**src/rtl/pwm_stage_pkg.sv**
```systemverilog
// Purpose: Shared constants for the three-module power stage PWM controller.
// Assumes: 8-bit register port, one clock, registers at byte offsets below.
// Notes:   Offsets are chosen for this block; compare words use the shared high-byte holder.
package pwm_stage_pkg;
	localparam int          MODULES      = 3;
	localparam int          CMP_W        = 12;
	localparam int          ADDR_W       = 6;
	localparam int          DATA_W       = 8;
	// Compare pairs: module n uses base 8*n; low byte at +0, high byte at +1.
	localparam logic [5:0]  CMP_RA_LO    = 6'h00;
	localparam logic [5:0]  CMP_SA_LO    = 6'h02;
	localparam logic [5:0]  CMP_SB_LO    = 6'h04;
	localparam logic [5:0]  CMP_RB_LO    = 6'h06;
	localparam logic [5:0]  MODULE_STEP  = 6'h08;
	localparam logic [5:0]  MIC_BASE     = 6'h18;
	localparam logic [5:0]  OUTCFG_ADDR  = 6'h1C;
	localparam logic [5:0]  CTRL_ADDR    = 6'h1D;
	localparam logic [5:0]  MASK_ADDR    = 6'h1E;
	localparam logic [5:0]  FLAG_ADDR    = 6'h1F;
	// Output configuration fields.
	localparam int          OC_LOCK      = 5;
	localparam int          OC_MODE      = 4;
	localparam int          OC_POLB      = 3;
	localparam int          OC_POLA      = 2;
	localparam logic [7:0]  OC_MASK      = 8'h3C;
	// Control fields.
	localparam int          CT_PRE_HI    = 7;
	localparam int          CT_PRE_LO    = 6;
	localparam int          CT_CLKSEL    = 5;
	localparam int          CT_CCYC      = 1;
	localparam int          CT_RUN       = 0;
	localparam logic [7:0]  CT_MASK      = 8'hE3;
	// Module input control fields.
	localparam int          MI_OVL       = 7;
	localparam int          MI_SRC       = 6;
	localparam int          MI_LEVEL     = 5;
	localparam int          MI_FILT      = 4;
	localparam int          MI_ASYNC     = 3;
	localparam logic [7:0]  MASK_BITS    = 8'h0F;
	localparam logic [7:0]  FLAG_BITS    = 8'h0F;
	localparam int          FLAG_EOC     = 0;
	// Prescale divide figures and filter depth.
	localparam logic [7:0]  DIV_4        = 8'h03;
	localparam logic [7:0]  DIV_32       = 8'h1F;
	localparam logic [7:0]  DIV_256      = 8'hFF;
	localparam int          FILT_SAMPLES = 4;
	typedef enum logic [1:0] {
		ST_IDLE  = 2'b00,
		ST_RUN   = 2'b01,
		ST_DRAIN = 2'b11,
		ST_FAULT = 2'b10
	} run_state_t;
endpackage

```
**src/rtl/power_stage_pwm_control.sv**
```systemverilog
// Purpose: Register file, counter, compare and fault handling of a three-module PWM stage.
// Assumes: 8-bit register port with read data one cycle after the read strobe.
// Notes:   PLL and I/O clocks arrive as enable pulses; outputs are gated A/B per module.
// Functional notes
// - Four 12-bit compares per module against counter.
// - High byte held, committed with low byte.
// - Lock set defers shadow compare/config updates.
// - Mode bit: ramp or centre-aligned counting.
// - B polarity: clear low, set high.
// - A polarity: clear low, set high.
// - Prescaler divides by 1, 4, 32, 256.
// - Clock select: PLL when set, else I/O.
// - Complete-cycle bit finishes cycle before halting.
// - Run bit starts; clearing requests halt.
// - Reserved bits read as zero.
// - Overlap disable bit removes A/B protection.
// - Source select: pin or comparator.
// - Level bit picks significant fault level.
// - Filter needs four equal samples.
// - Async bit clear: fault kills outputs directly.
// - Mode field chooses fault input action.
// - Event enables gate fault interrupt request.
// - Cycle-end enable gates end interrupt request.
// - Hardware sets event flag; one clears.
// - Flags set regardless of enables.
// - Halt-and-wait resumes only on run set.
// - Cycle end is the compare_rb match.
//
// Design decisions made here: the address-and-strobe port and the placing of the registers.
`timescale 1ns/10ps
`default_nettype none
module power_stage_pwm_control (
	input  wire logic                                 clock,
	input  wire logic                                 rst,
	input  wire logic [pwm_stage_pkg::ADDR_W-1:0]     addr,
	input  wire logic [pwm_stage_pkg::DATA_W-1:0]     wdata,
	input  wire logic                                 wr_en,
	input  wire logic                                 rd_en,
	output logic      [pwm_stage_pkg::DATA_W-1:0]     rdata,
	input  wire logic                                 pll_tick,
	input  wire logic                                 io_tick,
	input  wire logic [pwm_stage_pkg::MODULES-1:0]    fault_input_pin,
	input  wire logic [pwm_stage_pkg::MODULES-1:0]    comparator_in,
	output logic      [pwm_stage_pkg::MODULES-1:0]    out_a,
	output logic      [pwm_stage_pkg::MODULES-1:0]    out_b,
	output logic                                      fault_irq,
	output logic                                      cycle_end_irq,
	output logic                                      running
);
	localparam int M = pwm_stage_pkg::MODULES;
	localparam int W = pwm_stage_pkg::CMP_W;

	logic [7:0]   temp_hi_r;
	logic [W-1:0] cmp_r     [M][4];
	logic [W-1:0] cmp_act_r [M][4];
	logic [7:0]   outcfg_r, outcfg_act_r;
	logic [7:0]   ctrl_r;
	logic [7:0]   mic_r     [M];
	logic [7:0]   mask_r;
	logic [7:0]   flag_r;
	logic [7:0]   rdata_r;
	logic [7:0]   pre_cnt_r;
	logic [W-1:0] cnt_r;
	logic         down_r;
	logic [M-1:0] fault_raw, fault_act, fault_act_d_r;
	logic [M-1:0] wave_a_r, wave_b_r;
	logic [M-1:0] kill_a, kill_b;
	logic         kill_all, halt_req;
	logic         pwm_tick, cycle_end;
	logic [1:0]   tick_sync_r;
	pwm_stage_pkg::run_state_t state_r, state_nxt;

	// Decode a compare byte address into module, slot and byte half.
	function automatic logic cmp_hit(input logic [5:0] a, output logic [1:0] m,
		output logic [1:0] s, output logic hi);
		logic [5:0] off;
		m   = 2'(a / pwm_stage_pkg::MODULE_STEP);
		off = a % pwm_stage_pkg::MODULE_STEP;
		s   = off[2:1];
		hi  = off[0];
		return a < pwm_stage_pkg::MIC_BASE;
	endfunction

	// Action field decode; shared by kill and halt logic.
	function automatic logic [2:0] action(input logic [7:0] mic);
		return mic[2:0];
	endfunction

	// Register writes; locked changes stay in the software copy.
	always_ff @(posedge clock or posedge rst) begin
		logic [1:0] m, s;
		logic       hi, hit;
		if (rst) begin
			temp_hi_r <= 8'h00;
			outcfg_r  <= 8'h00;
			mask_r    <= 8'h00;
			for (int i = 0; i < M; i++) begin
				mic_r[i] <= 8'h00;
				for (int j = 0; j < 4; j++) cmp_r[i][j] <= '0;
			end
		end else begin
			hit = cmp_hit(addr, m, s, hi);
			if (wr_en && hit && int'(m) < M) begin
				if (hi) begin
					temp_hi_r <= wdata;
				end else begin
					cmp_r[m][s] <= {temp_hi_r[W-9:0], wdata};
				end
			end
			if (wr_en && addr >= pwm_stage_pkg::MIC_BASE && addr < pwm_stage_pkg::MIC_BASE + 6'(M))
				mic_r[2'(addr - pwm_stage_pkg::MIC_BASE)] <= wdata;
			if (wr_en && addr == pwm_stage_pkg::OUTCFG_ADDR)
				outcfg_r <= wdata & pwm_stage_pkg::OC_MASK;
			if (wr_en && addr == pwm_stage_pkg::MASK_ADDR)
				mask_r <= wdata & pwm_stage_pkg::MASK_BITS;
		end
	end

	// Running copies follow the software copies only while unlocked.
	always_ff @(posedge clock or posedge rst) begin
		if (rst) begin
			outcfg_act_r <= 8'h00;
			for (int i = 0; i < M; i++)
				for (int j = 0; j < 4; j++) cmp_act_r[i][j] <= '0;
		end else if (!outcfg_r[pwm_stage_pkg::OC_LOCK]) begin
			outcfg_act_r <= outcfg_r;
			cmp_act_r    <= cmp_r;
		end
	end

	// Control register: run bit also cleared by hardware on halt.
	always_ff @(posedge clock or posedge rst) begin
		if (rst) begin
			ctrl_r <= 8'h00;
		end else if (wr_en && addr == pwm_stage_pkg::CTRL_ADDR) begin
			ctrl_r <= wdata & pwm_stage_pkg::CT_MASK;
		end else if (state_r == pwm_stage_pkg::ST_FAULT && state_nxt == pwm_stage_pkg::ST_FAULT
			&& halt_req) begin
			ctrl_r[pwm_stage_pkg::CT_RUN] <= 1'b0;
		end
	end

	// Selected clock and prescaler make the counting tick.
	always_ff @(posedge clock or posedge rst) begin
		logic src;
		logic [7:0] lim;
		if (rst) begin
			tick_sync_r <= 2'h0;
			pre_cnt_r   <= 8'h00;
		end else begin
			src = ctrl_r[pwm_stage_pkg::CT_CLKSEL] ? pll_tick : io_tick;
			tick_sync_r <= {tick_sync_r[0], src};
			case (ctrl_r[pwm_stage_pkg::CT_PRE_HI:pwm_stage_pkg::CT_PRE_LO])
				2'h1:    lim = pwm_stage_pkg::DIV_4;
				2'h2:    lim = pwm_stage_pkg::DIV_32;
				2'h3:    lim = pwm_stage_pkg::DIV_256;
				default: lim = 8'h00;
			endcase
			if (state_r == pwm_stage_pkg::ST_IDLE) pre_cnt_r <= 8'h00;
			else if (src) pre_cnt_r <= (pre_cnt_r >= lim) ? 8'h00 : pre_cnt_r + 8'h01;
		end
	end

	always_comb begin
		logic [7:0] lim2;
		lim2 = 8'h00;
		case (ctrl_r[pwm_stage_pkg::CT_PRE_HI:pwm_stage_pkg::CT_PRE_LO])
			2'h1:    lim2 = pwm_stage_pkg::DIV_4;
			2'h2:    lim2 = pwm_stage_pkg::DIV_32;
			2'h3:    lim2 = pwm_stage_pkg::DIV_256;
			default: lim2 = 8'h00;
		endcase
		pwm_tick = (ctrl_r[pwm_stage_pkg::CT_CLKSEL] ? pll_tick : io_tick)
			&& pre_cnt_r >= lim2 && (state_r == pwm_stage_pkg::ST_RUN
			|| state_r == pwm_stage_pkg::ST_DRAIN);
	end

	// Module 0 compare_rb sets the period; its match ends the cycle.
	assign cycle_end = pwm_tick && cnt_r == cmp_act_r[0][3] && !down_r;

	always_ff @(posedge clock or posedge rst) begin
		if (rst) begin
			cnt_r  <= '0;
			down_r <= 1'b0;
		end else if (state_r == pwm_stage_pkg::ST_IDLE) begin
			cnt_r  <= '0;
			down_r <= 1'b0;
		end else if (pwm_tick) begin
			if (!outcfg_act_r[pwm_stage_pkg::OC_MODE]) begin
				cnt_r <= (cnt_r >= cmp_act_r[0][3]) ? '0 : cnt_r + 1'b1;
			end else if (!down_r) begin
				if (cnt_r >= cmp_act_r[0][3]) down_r <= 1'b1;
				else cnt_r <= cnt_r + 1'b1;
			end else begin
				if (cnt_r == '0) down_r <= 1'b0;
				else cnt_r <= cnt_r - 1'b1;
			end
		end
	end

	// Waveforms: A high from SA to RA, B from SB to RB, per module.
	generate
		for (genvar g = 0; g < M; g++) begin : g_mod
			fault_input_cond u_cond (
				.clock               (clock),
				.rst                 (rst),
				.fault_input_pin     (fault_input_pin[g]),
				.comparator_in       (comparator_in[g]),
				.input_source_select (mic_r[g][pwm_stage_pkg::MI_SRC]),
				.input_level_select  (mic_r[g][pwm_stage_pkg::MI_LEVEL]),
				.input_filter_enable (mic_r[g][pwm_stage_pkg::MI_FILT]),
				.fault_raw           (fault_raw[g]),
				.fault_active        (fault_act[g])
			);
			always_ff @(posedge clock or posedge rst) begin
				if (rst) begin
					wave_a_r[g] <= 1'b0;
					wave_b_r[g] <= 1'b0;
				end else if (state_r == pwm_stage_pkg::ST_IDLE) begin
					wave_a_r[g] <= 1'b0;
					wave_b_r[g] <= 1'b0;
				end else if (pwm_tick) begin
					if (cnt_r == cmp_act_r[g][1]) wave_a_r[g] <= 1'b1;
					if (cnt_r == cmp_act_r[g][0]) wave_a_r[g] <= 1'b0;
					if (cnt_r == cmp_act_r[g][2]) wave_b_r[g] <= 1'b1;
					if (cnt_r == cmp_act_r[g][3]) wave_b_r[g] <= 1'b0;
				end
			end
			always_comb begin
				logic a_on, b_on, ovl, direct;
				ovl    = mic_r[g][pwm_stage_pkg::MI_OVL];
				direct = !mic_r[g][pwm_stage_pkg::MI_ASYNC] && fault_raw[g];
				a_on   = wave_a_r[g] && !kill_a[g] && !direct;
				b_on   = wave_b_r[g] && !kill_b[g] && !direct;
				if (!ovl && a_on && b_on) b_on = 1'b0;
				out_a[g] = outcfg_act_r[pwm_stage_pkg::OC_POLA] ? a_on : !a_on;
				out_b[g] = outcfg_act_r[pwm_stage_pkg::OC_POLB] ? b_on : !b_on;
			end
		end
	endgenerate

	// Fault actions by input mode.
	always_comb begin
		kill_all = 1'b0;
		halt_req = 1'b0;
		for (int i = 0; i < M; i++) begin
			if (fault_act[i] && action(mic_r[i])[2:1] == 2'b10) kill_all = 1'b1;
			if (fault_act[i] && action(mic_r[i])[2:1] == 2'b11) halt_req = 1'b1;
		end
		for (int i = 0; i < M; i++) begin
			kill_a[i] = kill_all || (fault_act[i] && action(mic_r[i]) inside {3'h1, 3'h3});
			kill_b[i] = kill_all || (fault_act[i] && action(mic_r[i]) inside {3'h2, 3'h3});
		end
	end

	// Run state: halt at once or after the current cycle.
	always_comb begin
		logic run;
		run       = ctrl_r[pwm_stage_pkg::CT_RUN];
		state_nxt = state_r;
		case (state_r)
			pwm_stage_pkg::ST_IDLE:  if (run) state_nxt = pwm_stage_pkg::ST_RUN;
			pwm_stage_pkg::ST_RUN: begin
				if (halt_req) state_nxt = pwm_stage_pkg::ST_FAULT;
				else if (!run && ctrl_r[pwm_stage_pkg::CT_CCYC]) state_nxt = pwm_stage_pkg::ST_DRAIN;
				else if (!run) state_nxt = pwm_stage_pkg::ST_IDLE;
			end
			pwm_stage_pkg::ST_DRAIN: begin
				if (halt_req) state_nxt = pwm_stage_pkg::ST_FAULT;
				else if (cycle_end) state_nxt = pwm_stage_pkg::ST_IDLE;
			end
			pwm_stage_pkg::ST_FAULT: begin
				if (wr_en && addr == pwm_stage_pkg::CTRL_ADDR && wdata[pwm_stage_pkg::CT_RUN])
					state_nxt = pwm_stage_pkg::ST_RUN;
			end
			default: state_nxt = pwm_stage_pkg::ST_IDLE;
		endcase
	end

	always_ff @(posedge clock or posedge rst) begin
		if (rst) state_r <= pwm_stage_pkg::ST_IDLE;
		else state_r <= state_nxt;
	end

	// Flags: a new event wins over a same-cycle write-one clear.
	always_ff @(posedge clock or posedge rst) begin
		logic [7:0] set, clr;
		if (rst) begin
			flag_r        <= 8'h00;
			fault_act_d_r <= '0;
		end else begin
			fault_act_d_r <= fault_act;
			set = 8'h00;
			for (int i = 0; i < M; i++)
				set[i+1] = fault_act[i] && !fault_act_d_r[i] && action(mic_r[i]) != 3'h0;
			set[pwm_stage_pkg::FLAG_EOC] = cycle_end;
			clr = (wr_en && addr == pwm_stage_pkg::FLAG_ADDR) ? wdata : 8'h00;
			flag_r <= ((flag_r & ~clr) | set) & pwm_stage_pkg::FLAG_BITS;
		end
	end

	assign fault_irq     = |(flag_r[3:1] & mask_r[3:1]);
	assign cycle_end_irq = flag_r[pwm_stage_pkg::FLAG_EOC] && mask_r[pwm_stage_pkg::FLAG_EOC];
	assign running       = state_r == pwm_stage_pkg::ST_RUN || state_r == pwm_stage_pkg::ST_DRAIN;

	// Read port: compare reads return the live software copy.
	always_ff @(posedge clock or posedge rst) begin
		logic [1:0] m, s;
		logic       hi, hit;
		if (rst) begin
			rdata_r <= 8'h00;
		end else if (rd_en) begin
			hit = cmp_hit(addr, m, s, hi);
			rdata_r <= 8'h00;
			if (hit && int'(m) < M)
				rdata_r <= hi ? {4'h0, cmp_r[m][s][W-1:8]} : cmp_r[m][s][7:0];
			else if (addr >= pwm_stage_pkg::MIC_BASE && addr < pwm_stage_pkg::MIC_BASE + 6'(M))
				rdata_r <= mic_r[2'(addr - pwm_stage_pkg::MIC_BASE)];
			else if (addr == pwm_stage_pkg::OUTCFG_ADDR) rdata_r <= outcfg_r;
			else if (addr == pwm_stage_pkg::CTRL_ADDR)   rdata_r <= ctrl_r;
			else if (addr == pwm_stage_pkg::MASK_ADDR)   rdata_r <= mask_r;
			else if (addr == pwm_stage_pkg::FLAG_ADDR)   rdata_r <= flag_r;
		end else begin
			rdata_r <= 8'h00;
		end
	end

	assign rdata = rdata_r;
endmodule
`default_nettype wire

```
**src/rtl/fault_input_cond.sv**
```systemverilog
// Purpose: Conditions one module fault input: sync, optional noise filter, level select.
// Assumes: Pin and comparator inputs are asynchronous to clock.
// Notes:   The raw selected level is also offered for the asynchronous output kill path.
`timescale 1ns/10ps
`default_nettype none
module fault_input_cond (
	input  wire logic clock,
	input  wire logic rst,
	input  wire logic fault_input_pin,
	input  wire logic comparator_in,
	input  wire logic input_source_select,
	input  wire logic input_level_select,
	input  wire logic input_filter_enable,
	output logic      fault_raw,
	output logic      fault_active
);
	logic [1:0] sync_r;
	logic [pwm_stage_pkg::FILT_SAMPLES-1:0] hist_r;
	logic       filt_r;
	logic       sel_raw;

	assign sel_raw   = input_source_select ? comparator_in : fault_input_pin;
	assign fault_raw = (sel_raw == input_level_select);

	always_ff @(posedge clock or posedge rst) begin
		if (rst) begin
			sync_r <= 2'h0;
		end else begin
			sync_r <= {sync_r[0], sel_raw};
		end
	end

	// Filter holds its output until four equal samples in a row agree.
	always_ff @(posedge clock or posedge rst) begin
		if (rst) begin
			hist_r <= '0;
			filt_r <= 1'b0;
		end else begin
			hist_r <= {hist_r[pwm_stage_pkg::FILT_SAMPLES-2:0], sync_r[1]};
			if (&hist_r) begin
				filt_r <= 1'b1;
			end else if (~|hist_r) begin
				filt_r <= 1'b0;
			end
		end
	end

	always_comb begin
		if (input_filter_enable) begin
			fault_active = (filt_r == input_level_select);
		end else begin
			fault_active = (sync_r[1] == input_level_select);
		end
	end
endmodule
`default_nettype wire

```
**config.mk**
```make
export PLATFORM = sky130hd
export DESIGN_NAME = power_stage_pwm_control
export DESIGN_NICKNAME = d
export VERILOG_FILES = /design/src/rtl/pwm_stage_pkg.sv /design/src/rtl/power_stage_pwm_control.sv /design/src/rtl/fault_input_cond.sv
export SDC_FILE = /design/constraint.sdc
export NUM_CORES = 1
export LEC_CHECK = 0
export ABC_CLOCK_PERIOD_IN_PS = 18200
export BUFFER_PORTS_ARGS = -buffer_cell sky130_fd_sc_hd__buf_2
export CAP_MARGIN = 20
export CORE_UTILIZATION = 40
export CTS_BUF_LIST = sky130_fd_sc_hd__clkbuf_8
export DETAILED_ROUTE_END_ITERATION = 10
export HOLD_SLACK_MARGIN = 0.06
export PLACE_DENSITY = 0.53
export SLEW_MARGIN = 20
export SYNTH_ARGS = -nofsm -noshare
export SYNTH_HDL_FRONTEND = slang
export SYNTH_SLANG_ARGS = --single-unit
```
**constraint.sdc**
```tcl
create_clock -name clock -period 18.2 [get_ports clock]
set_input_delay 0.91 -clock clock [delete_from_list [all_inputs] [get_ports clock]]
set_output_delay 0.91 -clock clock [all_outputs]
set_load 0.05 [all_outputs]
```
==> impl_results.md, run 1 <==
* Area of the placeable core at 47,900 um^2
* Setup Fix Bufs, Post-CTS at 0
* Hold Fails Final Rpt at 0
* Max Cap Violations at 0
* Grt met1 use at between 30% and 40%
* Fraction of final layout cells sized beyond drive strength 1 at 28.0%
* Router iterations before antenna repair at 6
* EDFF count, synth at 0
* Post-detail-place hpwl at 36,500 um
* Clock latency on the worst-skew pair at 630 ps
* Time the worst path needs with I/O delays and setup at 4060 ps
* Worst slew margin relative to its limit at 24.8%
* Global placer's final weighted congestion at around 0.86
* Switching Share at around 33%
* Post-synthesis instance total at 1,658
* Count of buffers inserted at the top-level ports at between 40 and 50
* Critical Path End Type: output pin
* DR vias/cell at 5.61
* WP data arrival at around 3200 ps
* Worst setup path class: reg2out
* Period utilization at around 22%
* Relative area change from synthesis to final layout at 10.3%
* Die Span Y at around 220 um
* Internal reg-to-reg setup slack at 14,610 ps
* Pin slew with the least headroom to its limit at 1130 ps
* Syn_area_per_cell at 11.8 um^2
* Worst reg2reg path endpoint: cnt_r[7]$_DFFE_PP0P_
* Antenna violations before repair at 2
* Post-synthesis instance area at roughly 20,000 um^2
* Most numerous cell types in the synthesized netlist: sky130_fd_sc_hd__dfrtp_1, sky130_fd_sc_hd__mux2_2, sky130_fd_sc_hd__nand2_1
* Endpoint of the most critical setup path: out_b[1]
* Sequential element share of the synthesized area at 50.9%
* Unrepaired setup endpoints after global routing: false
* Run status: completed
* Post-synthesis net count at 1,708
* Antenna-violating nets left at 0
* Portion of total power attributed to sequential cells at 44.5%
* Clock slew at the register clock pins of the worst setup and hold paths at around 60 ps
* Endpoint required time on the critical path at ~17,000 ps
* Worst hold-check path type: in2async
* Die Footprint at 49,600 um^2
* Int Pwr at 1.69 mW
* First-pass GRT wire length at 85,500 um
* Drt initial violations at 1,002
* Root buffer selected by CTS: sky130_fd_sc_hd__clkbuf_8
* Boundary pin count at 43
* Proportion of power drawn by combinational gates at 24.1%
* Layer with the highest usage: met2
* Hold bufs inserted after CTS at 0
* Maximum VDD drop at 40.9 uV
* Min setup slack post-route at 14,140 ps
* Remaining design rule violation count at 0
* Vias in the first global route at 13,300
* GR met2 Demand/Resource at between 30% and 40%
* CTS sink count at between 300 and 400
* CTS-repair resized insts at 0
* Width of the die at 223 um
* Count of vias placed by the detailed router at 13,200
* Pin count of the biggest net entering global routing at approximately 160
* Post-synthesis cell type with the largest combined area: sky130_fd_sc_hd__dfrtp_1
* Worst setup skew after layout at 20.2 ps
* Finish-stage setup viols at 0
* Post-detailed-routing wire length at about 56,000 um
* TritonCTS clock tree: yes
* Area share of the leading cell type in the synthesized netlist at 50.9%
* Max clock buf depth at 3
* Met3 Resource Use GR at 4.42%
* Final #Nets at 1,737
* P_leak at a little over 10 nW
* Switching power at 0.843 mW
* Clock network power share at 31.4%
* FFs w/ async S/R, synth at between 90% and 100%
* FF-to-FF Start: cnt_r[0]$_DFFE_PP0P_
* Final design utilization at around 45%
* Cell variety after synth at 69
* Deepest level of the CTS H-tree at 3
* Routed WL per cell at between 20 and 25 um
* Timing startpoint of the critical path: mic_r[14]$_DFFE_PP0P_
* Type of element launching the critical path: register
* Area contributors post-synth: sky130_fd_sc_hd__dfrtp_1, sky130_fd_sc_hd__mux2_2, sky130_fd_sc_hd__xor2_1, sky130_fd_sc_hd__mux2i_1, sky130_fd_sc_hd__xnor2_1
* Number of inserted diodes at 0
* Highest clock frequency the design can meet at roughly 0.25 GHz
* Clock buffers created by TritonCTS at 70
* Core Rows at 80
* Dpl ws at 14,190 ps
* Number of max-slew violations in the final report at 0
* Total global routing overflow at 0
* Flip-flop cell with the highest count after synthesis: sky130_fd_sc_hd__dfrtp_1
* Number of flip-flops and latches in the synthesized netlist at 397
* Power density relative to cell area at about 120 nW/um^2
* Number of cell instances on the worst register-to-register path at 10
* Count leader, synth: sky130_fd_sc_hd__dfrtp_1
* Initial core utilization at approximately two fifths
* Fin Setup TNS at 0 ps
* Count of warnings emitted by yosys at 0
* Global router's overall resource usage at 23.2%
* Overall power consumption at 2.53 mW
* Largest driver fanout on the critical path at 3
-- worst min path at each step --
stage | endpoint | slack (ps)
after floorplan | g_mod[0].u_cond.sync_r[1]$_DFF_PP0_ | 330
after global placement | g_mod[2].u_cond.sync_r[1]$_DFF_PP0_ | 330
after detailed placement | g_mod[2].u_cond.sync_r[1]$_DFF_PP0_ | 340
after CTS | g_mod[2].u_cond.sync_r[1]$_DFF_PP0_ | 360
after global routing | g_mod[2].u_cond.sync_r[1]$_DFF_PP0_ | 360
final | cnt_r[5]$_DFFE_PP0P_ | 350
-- power by group through the flow --
| stage | registers (mW) | clock network (mW) | logic [mW] |
|---|---|---|---|
| finish | 1.12 | 0.794 | 0.611 |
| global placement | 1.14 | 0 | 0.603 |
| global route | 1.14 | 0.852 | 0.667 |
| detailed placement | 1.14 | 0 | 0.607 |
| floorplan | 1.09 | 0 | 0.465 |
| CTS | 1.12 | 0.812 | 0.611 |
-- layout by cell type, fill, tap and decap left out, types with 53 or more instances in the layout --
master	instances
sky130_fd_sc_hd__xnor2_1	65
sky130_fd_sc_hd__nand2_1	127
sky130_fd_sc_hd__mux2i_1	61
sky130_fd_sc_hd__nor2_1	56
sky130_fd_sc_hd__clkbuf_8	83
sky130_fd_sc_hd__mux2_2	299
sky130_fd_sc_hd__dfrtp_1	396
sky130_fd_sc_hd__inv_1	53
sky130_fd_sc_hd__xor2_1	80
sky130_fd_sc_hd__o21ai_0	110
-- registers in the layout (all words and copies together) (netlist names), 2 cells and up --
signal	count
cmp_r	144
g_mod.u_cond.filt_r	3
wave_a_r	3
temp_hi_r	4
fault_act_d_r	3
cnt_r	12
ctrl_r	5
mask_r	4
g_mod.u_cond.sync_r	6
g_mod.u_cond.hist_r	12
outcfg_r	4
wave_b_r	3
mic_r	21
pre_cnt_r	8
flag_r	4
cmp_act_r	144
outcfg_act_r	3
state_r	2
rdata	8
g_mod.$6.ovl	3
-- kinds of logic after synthesis --
family          count (synthesis)  share of synthesized area, %
flops                         397                          50.9
mux                           368                          21.3
simple gates                  341                          8.67
compound gates                246                          7.93
xor+xnor                      145                          6.51
buf+inv                       137                          3.10
fa+ha+maj                      24                          1.54
-- layer usage --
metal / wire (um) / up-vias / part of all wire (%)
li1: - / 5964 / -
met1: 25600 / 6775 / 45
met2: 26300 / 320 / 47
met3: 2780 / 97 / 4.9
met4: 1640 / 0 / 2.9
met5: 0 / - / 0
-- critical path, cell delays in order (launching register included) --
cell                        delay (ps)
sky130_fd_sc_hd__dfrtp_1           370
sky130_fd_sc_hd__mux2_2            360
sky130_fd_sc_hd__xor2_1            180
sky130_fd_sc_hd__o21ai_0           180
sky130_fd_sc_hd__a21oi_1            70
sky130_fd_sc_hd__nor2b_1           130
sky130_fd_sc_hd__a2111oi_0         740
sky130_fd_sc_hd__xnor2_1           200
sky130_fd_sc_hd__buf_2             290
-- area by class of cell --
| type | count | area, um^2 |
|---|---|---|
| clock buffer | 83 | 1140 |
| clock inverter | 33 | 158 |
| fill | 4436 | 26400 |
| inverter | 28 | 113 |
| multi-input combinational | 1124 | 8980 |
| sequential | 397 | 9940 |
| tap | 615 | 769 |
| timing repair buffer | 66 | 413 |
-- through the flow --
stage	hold slack, ps	cell area [um^2]	std cells
CTS	355	21500	2346
global placement	332	20200	2230
global route	357	21500	2346
floorplan	331	19500	1658
finish	349	21500	2346
detailed placement	342	20200	2230
No activity file was read; power rests on OpenSTA's default activity.
==> run 2, diff against run 1 <==
--- a/config.mk
+++ b/config.mk
@@ -5,7 +5,7 @@
 export SDC_FILE = /design/constraint.sdc
 export NUM_CORES = 1
 export LEC_CHECK = 0
-export ABC_CLOCK_PERIOD_IN_PS = 18200
+export ABC_CLOCK_PERIOD_IN_PS = 4260
 export BUFFER_PORTS_ARGS = -buffer_cell sky130_fd_sc_hd__buf_2
 export CAP_MARGIN = 20
 export CORE_UTILIZATION = 40
==> constraint.sdc (replaced) <==
create_clock -name clock -period 4.26 [get_ports clock]
set_input_delay 0.213 -clock clock [delete_from_list [all_inputs] [get_ports clock]]
set_output_delay 0.213 -clock clock [all_outputs]
set_load 0.05 [all_outputs]
==> run 2 against run 1 <==
  * Clock-buffer cell count up 2
  * Wire length up 2.9%
  * Sequential share of layout area down 0.40 points
  * Sequential power rose to 4.3 times the previous value
  * Critical path depth unchanged
  * Combinational power rose to 4.3 times the previous value
  * Hold slack worse by 250 ps
  * Largest power group unchanged
  * Highest routed layer unchanged
==> impl_results.md, run 2 (synthesized netlist as in run 1, its figures left out) <==
* Pin slew with the least headroom to its limit at 1020 ps
* Total length of routed met3 wires at around 2500 um
* Die Span Y at 223 um
* Boundary pin count at 43
* Wire length on met2 at 27,600 um
* Global placer's final weighted congestion at 0.861
* Fraction of final layout cells sized beyond drive strength 1 at approximately 28%
* Vias in the first global route at 13,700
* Category of cells accounting for the largest share of critical-path delay: compound AO/OA/AOI/OAI gates
* Final design utilization at 45.3%
* Type of element launching the critical path: register
* TritonCTS clock tree: yes
* Largest driver fanout on the critical path at 3
* Critical path buffers and inverters at 1
* Core Rows at 80
* Endpoint required time on the critical path at around 4100 ps
* Final #Nets at 1,759
* Drt initial violations at around 1,000
* Internal reg-to-reg setup slack at around 1100 ps
* Remaining design rule violation count at 0
* Unrepaired setup endpoints after global routing: false
* Int Pwr at 7.20 mW
* Critical Path End Type: output pin
* Min-Delay Endpoint: mask_r[3]$_DFFE_PP0P_
* Highest clock frequency the design can meet at between 0.2 and 0.3 GHz
* Count of cell instances traversed by the critical path at 8
* Area of the placeable core at 47,900 um^2
* Pin count of the biggest net entering global routing at 166
* Hold Fails Final Rpt at 0
* Router iterations before antenna repair at 5
* FF-to-FF Start: ctrl_r[7]$_DFFE_PP0P_
* Worst hold-check path type: in2reg
* Run status: completed
* Critical-path top delay cell: sky130_fd_sc_hd__a2111oi_0
* Switching power at around 3.6 mW
* Clock buffers created by TritonCTS at just over 70
* P_leak at between 10 and 15 nW
* Registers with the highest flip-flop counts: cmp_act_r: 144 flops, cmp_r: 144 flops, mic_r: 21 flops
* Worst reg2reg path endpoint: wave_b_r[2]$_DFFE_PP0P_
* Worst setup skew after layout at 25.8 ps
* Total global routing overflow at 0
* Post-detailed-routing wire length at 58,000 um
* Count of buffers inserted at the top-level ports at 42
* Relative area change from synthesis to final layout at 11.2%
* Global router's overall resource usage at a little under a quarter
* Worst slew margin relative to its limit at about a third
* Worst path cell trace: mux2_2 -> xor2_1 -> o21ai_0 -> a21oi_1 -> nor2b_1 -> a2111oi_0 -> xnor2_1 -> buf_2
* Max Cap Violations at 0
* WP data arrival at 3220 ps
* Proportion of power drawn by combinational gates at about a quarter
* First-pass GRT wire length at 88,000 um
* Final design area excluding fillers at 21,700 um^2
* Clock network power share at 31.2%
* Period utilization at 80.6%
* Maximum VDD drop at between 150 and 200 uV
* Max clock buf depth at 3
* Post-detail-place hpwl at 38,800 um
* Highest metal used: met4
* Hold Path Cell Cnt at 2
* Die Footprint at 49,600 um^2
* Power density relative to cell area at 498 nW/um^2
* Switching Share at 33.4%
* DR vias/cell at 5.61
* Time the worst path needs with I/O delays and setup at between 3000 and 4000 ps
* Number of cell instances on the worst register-to-register path at 8
* Initial core utilization at between 40% and 50%
* Worst setup path class: reg2out
* Area after DPL at approximately 20,000 um^2
* Worst Min Path Start: wdata[3]
* Most frequent standard cell in the layout excluding fill and tap cells: sky130_fd_sc_hd__dfrtp_1
* Setup Fix Bufs, Post-CTS at 0
* CTS sink count at 397
* Clock latency on the worst-skew pair at 640 ps
* Width of the die at 223 um
* Deepest level of the CTS H-tree at 3
* Number of max-slew violations in the final report at 0
* Clock slew at the register clock pins of the worst setup and hold paths at 60 ps
* Portion of total power attributed to sequential cells at 44.6%
* Antenna violations before repair at 0
* Routed WL per cell at ~25 um
* Count of vias placed by the detailed router at 13,300
* Root buffer selected by CTS: sky130_fd_sc_hd__clkbuf_8
* Finish-stage setup viols at 0
* Antenna-violating nets left at 0
* Delay contributed by the slowest stage of the critical path at roughly 840 ps
* Most used cells in the layout excluding fill and tap cells: sky130_fd_sc_hd__dfrtp_1, sky130_fd_sc_hd__mux2_2, sky130_fd_sc_hd__nand2_1
* Detailed-route wire length on metal 1 at 26,300 um
-- run 2: changes by cell type in the layout (fill, tap and decap cells not counted), moves of 2 or more --
cell / change
sky130_fd_sc_hd__clkinv_2: -3
sky130_fd_sc_hd__clkbuf_8: +2
sky130_fd_sc_hd__dlygate4sd3_1: +12
sky130_fd_sc_hd__clkinvlp_4: +3
sky130_fd_sc_hd__inv_1: -4
sky130_fd_sc_hd__buf_12: +2
sky130_fd_sc_hd__buf_4: +9
sky130_fd_sc_hd__buf_6: -2
-- run 2: how the worst max path moves through the flow --
| stage | start | endpoint | slack (ps) |
|---|---|---|---|
| finish | mic_r[14]$_DFFE_PP0P_ | out_b[1] | 830 |
| global route | mic_r[14]$_DFFE_PP0P_ | out_b[1] | 710 |
| CTS | mic_r[14]$_DFFE_PP0P_ | out_b[1] | 770 |
| detailed placement | ctrl_r[7]$_DFFE_PP0P_ | wave_b_r[2]$_DFFE_PP0P_ | 1150 |
| global placement | ctrl_r[7]$_DFFE_PP0P_ | wave_b_r[2]$_DFFE_PP0P_ | 1200 |
| floorplan | rst | cmp_act_r[0]$_DFFE_PP0N_ | -1300 |
-- run 2: stage by stage --
| step | hold slack [ps] | power (mW) | TNS [ps] | std cells | worst slack, ps |
|---|---|---|---|---|---|
| final | 98.8 | 10.8 | 0 | 2365 | 826 |
| after global routing | 84.6 | 11.4 | 0 | 2364 | 707 |
| after CTS | 65.7 | 10.9 | 0 | 2364 | 765 |
| after detailed placement | 185 | 7.49 | 0 | 2239 | 1150 |
| after global placement | 182 | 7.46 | 0 | 2239 | 1200 |
| after floorplan | 331 | 6.64 | -514830 | 1658 | -1300 |
-- run 2: what timing repair did --
action	4_1_cts	5_1_grt
setup endpoints to repair	0	0
hold endpoints to repair	102	0
gates resized for setup	0	0
hold buffers	12	0
-- run 2: worst register-to-register path, delay by kind of cell (launching register included) --
kind,cells,cell delay (ps)
AOI/OAI and AO/OA,2,570
DFF,1,410
and+or+nand+nor,5,1740
adders and majority gates,1,280
-- run 2: power groups by stage --
stage | Combinational, mW | Clock (mW) | Sequential, mW
6_report | 2.62 | 3.37 | 4.82
5_1_grt | 2.84 | 3.62 | 4.90
4_1_cts | 2.63 | 3.46 | 4.82
3_5_place_dp | 2.61 | 0 | 4.89
3_3_place_gp | 2.59 | 0 | 4.87
2_1_floorplan | 1.99 | 0 | 4.66
-- run 2: final cells by class --
cell class                 instances  area (um^2)
clock inverter                    28          121
antenna                            1         2.50
clock buffer                      85         1170
tap                              615          769
sequential                       397         9940
timing repair buffer              87          618
inverter                          28          109
multi-input combinational       1124         8970
fill                            4510        26200
-- run 2: metal layers --
metal | vias to the layer above | GRT usage [%]
met1 | 6833 | 32.3
li1 | 6019 | -
met4 | 0 | 8.30
met2 | 327 | 38.9
met3 | 92 | 3.57
met5 | - | 0
==> run 3, diff against run 2 <==
--- a/config.mk
+++ b/config.mk
@@ -5,7 +5,7 @@
 export SDC_FILE = /design/constraint.sdc
 export NUM_CORES = 1
 export LEC_CHECK = 0
-export ABC_CLOCK_PERIOD_IN_PS = 4260
+export ABC_CLOCK_PERIOD_IN_PS = 3500
 export BUFFER_PORTS_ARGS = -buffer_cell sky130_fd_sc_hd__buf_2
 export CAP_MARGIN = 20
 export CORE_UTILIZATION = 40
==> constraint.sdc (replaced) <==
create_clock -name clock -period 3.5 [get_ports clock]
set_input_delay 0.175 -clock clock [delete_from_list [all_inputs] [get_ports clock]]
set_output_delay 0.175 -clock clock [all_outputs]
set_load 0.05 [all_outputs]
==> run 3 against run 2 <==
  * Clock skew up 5.0 ps
  * Hold slack better by 37 ps
  * Clock power up 30%
  * Final area up 1.5%
  * Critical path depth up 1
  * Sequential power up 21%
  * Setup slack worse by 430 ps
  * Critical endpoint unchanged
  * Highest routed layer unchanged
==> impl_results.md, run 3 (synthesized netlist as in run 1, its figures left out) <==
* Run status: completed
* Root buffer selected by CTS: sky130_fd_sc_hd__clkbuf_8
* Overall power consumption at approximately 14 mW
* Power density relative to cell area at ~620 nW/um^2
* Number of inserted diodes at 0
* Vias in the first global route at 13,700
* Final #Nets at roughly 1,800
* Antenna violations before repair at 1
* P_leak at 10.4 nW
* Global router's overall resource usage at a little under a quarter
* Final design area excluding fillers at roughly 22,000 um^2
* Core Rows at 80
* Deepest level of the CTS H-tree at 3
* Setup Fix Bufs, Post-CTS at 0
* Pin slew with the least headroom to its limit at 1040 ps
* Remaining design rule violation count at 0
* Pin count of the biggest net entering global routing at 87
* Critical path buffers and inverters at 2
* Post-detailed-routing wire length at slightly below 60,000 um
* Final design utilization at 45.9%
* Area after DPL at 20,500 um^2
* Fill cell instance count of the final layout at approximately 4,400
* Hold Fails Final Rpt at 0
* Post-detail-place hpwl at 39,100 um
* DR vias/cell at 5.63
* Die Span Y at 223 um
* Clock slew at the register clock pins of the worst setup and hold paths at 60 ps
* Clock buffers created by TritonCTS at 71
* Worst path cell trace: mux2_2 -> xor2_1 -> o21ai_0 -> a21oi_1 -> nor2b_1 -> a2111oi_0 -> buf_4 -> xnor2_1 -> buf_2
* Die Footprint at 49,600 um^2
* TritonCTS clock tree: yes
* Registers with the highest flip-flop counts: cmp_act_r: 144 flops, cmp_r: 144 flops, mic_r: 21 flops
* Width of the die at ~220 um
* Category of cells accounting for the largest share of critical-path delay: compound AO/OA/AOI/OAI gates
* Count of vias placed by the detailed router at 13,400
* Largest driver fanout on the critical path at 3
* Number of max-slew violations in the final report at 0
* Period utilization at 88.6%
* Worst slew margin relative to its limit at 29.8%
* Worst setup skew after layout at 30.9 ps
* Most frequent standard cell in the layout excluding fill and tap cells: sky130_fd_sc_hd__dfrtp_1
* Routed WL per cell at 24.1 um
* Area of the placeable core at 47,900 um^2
* Fin Setup TNS at 0 ps
* Max Cap Violations at 0
* Critical-path top delay cell: sky130_fd_sc_hd__dfrtp_1
* Non-filler instance count after layout at 2,388
* Boundary pin count at 43
* Router iterations before antenna repair at 7
* Maximum VDD drop at 238 uV
* Number of placed instances with taps included at 2,258
* Finish-stage setup viols at 0
* Worst hold-check path type: in2reg
* Unrepaired setup endpoints after global routing: false
* CTS sink count at 397
* First-pass GRT wire length at 87,400 um
* Drt initial violations at 1,007
* Time the worst path needs with I/O delays and setup at 3100 ps
* Dpl ws at 496 ps
* Antenna-violating nets left at 0
* Highest clock frequency the design can meet at 0.322 GHz
* Max clock buf depth at 3
* Critical Path End Type: output pin
* Clock latency on the worst-skew pair at 630 ps
* Type of element launching the critical path: register
* Fraction of final layout cells sized beyond drive strength 1 at 29.4%
* Most used cells in the layout excluding fill and tap cells: sky130_fd_sc_hd__dfrtp_1, sky130_fd_sc_hd__mux2_2, sky130_fd_sc_hd__nand2_1
* Delay contributed by the slowest stage of the critical path at 370 ps
* Count of buffers inserted at the top-level ports at 42
* Relative area change from synthesis to final layout at 13.0%
* Initial core utilization at between 40% and 50%
* Global placer's final weighted congestion at 0.909
* Min setup slack post-route at 399 ps
* Total global routing overflow at 0
* Worst setup path class: reg2out
* Hold Slack at 136 ps
* Endpoint required time on the critical path at about 3300 ps
* WP data arrival at 2930 ps
## run 3: changes by cell type in the layout (fill, tap and decap cells not counted), sizes merged
cell,delta
bufinv,+3
diode,-1
dlygate4sd3,+1
clkbuf,+2
clkinv,+6
clkinvlp,-2
buf,+19
inv,-5
## run 3: cell type report
type                       instances  area (um^2)  area share [%]
clock buffer                      87         1200            5.44
clock inverter                    30          203           0.920
inverter                          28          109           0.494
multi-input combinational       1124         8970            40.7
sequential                       397         9940            45.1
tap                              615          769            3.49
timing repair buffer             107          846            3.84
## run 3: what timing repair did
item,CTS,global route
resized for setup,0,0
hold endpoints to repair,48,1
hold buffers,12,1
## run 3: report_power, final
group / switching, mW / internal [mW]
Clock: 1.93 / 2.44
Combinational: 1.98 / 1.39
Sequential: 0.569 / 5.24
## run 3: per-layer routing
layer,vias to the layer above,track usage (%),share of wire (%)
met5,-,0,0
met4,0,6.41,1.7
met3,71,4.68,5.4
met2,373,38.7,49
met1,6931,31.7,44
li1,6058,-,-
## run 3: worst reg2reg max path, stage by stage, from the launching register on
cell	delay, ps
sky130_fd_sc_hd__dfrtp_1	420
sky130_fd_sc_hd__or2_2	320
sky130_fd_sc_hd__ha_1	270
sky130_fd_sc_hd__nand2b_1	140
sky130_fd_sc_hd__a2111oi_4	90
sky130_fd_sc_hd__o311ai_2	520
sky130_fd_sc_hd__nand3_1	240
sky130_fd_sc_hd__a22o_1	380
sky130_fd_sc_hd__o41a_1	440
sky130_fd_sc_hd__o21ai_0	70
## run 3: worst paths after layout
| check | endpoint | slack (ps) | cells after the start | startpoint |
|---|---|---|---|---|
| max in group asynchronous | cmp_r[25]$_DFFE_PP0P_ | 2350 | 4 | rst |
| min in group asynchronous | cmp_act_r[99]$_DFFE_PP0N_ | 240 | 3 | rst |
| worst min-delay path | rdata[2]$_DFF_PP0_ | 140 | 4 | addr[5] |
| worst min register to register | g_mod[2].u_cond.sync_r[1]$_DFF_PP0_ | 350 | 0 | g_mod[2].u_cond.sync_r[0]$_DFF_PP0_ |
| worst max register to register | cnt_r[5]$_DFFE_PP0P_ | 550 | 9 | ctrl_r[7]$_DFFE_PP0P_ |
| worst max-delay path | out_b[1] | 400 | 9 | mic_r[14]$_DFFE_PP0P_ |
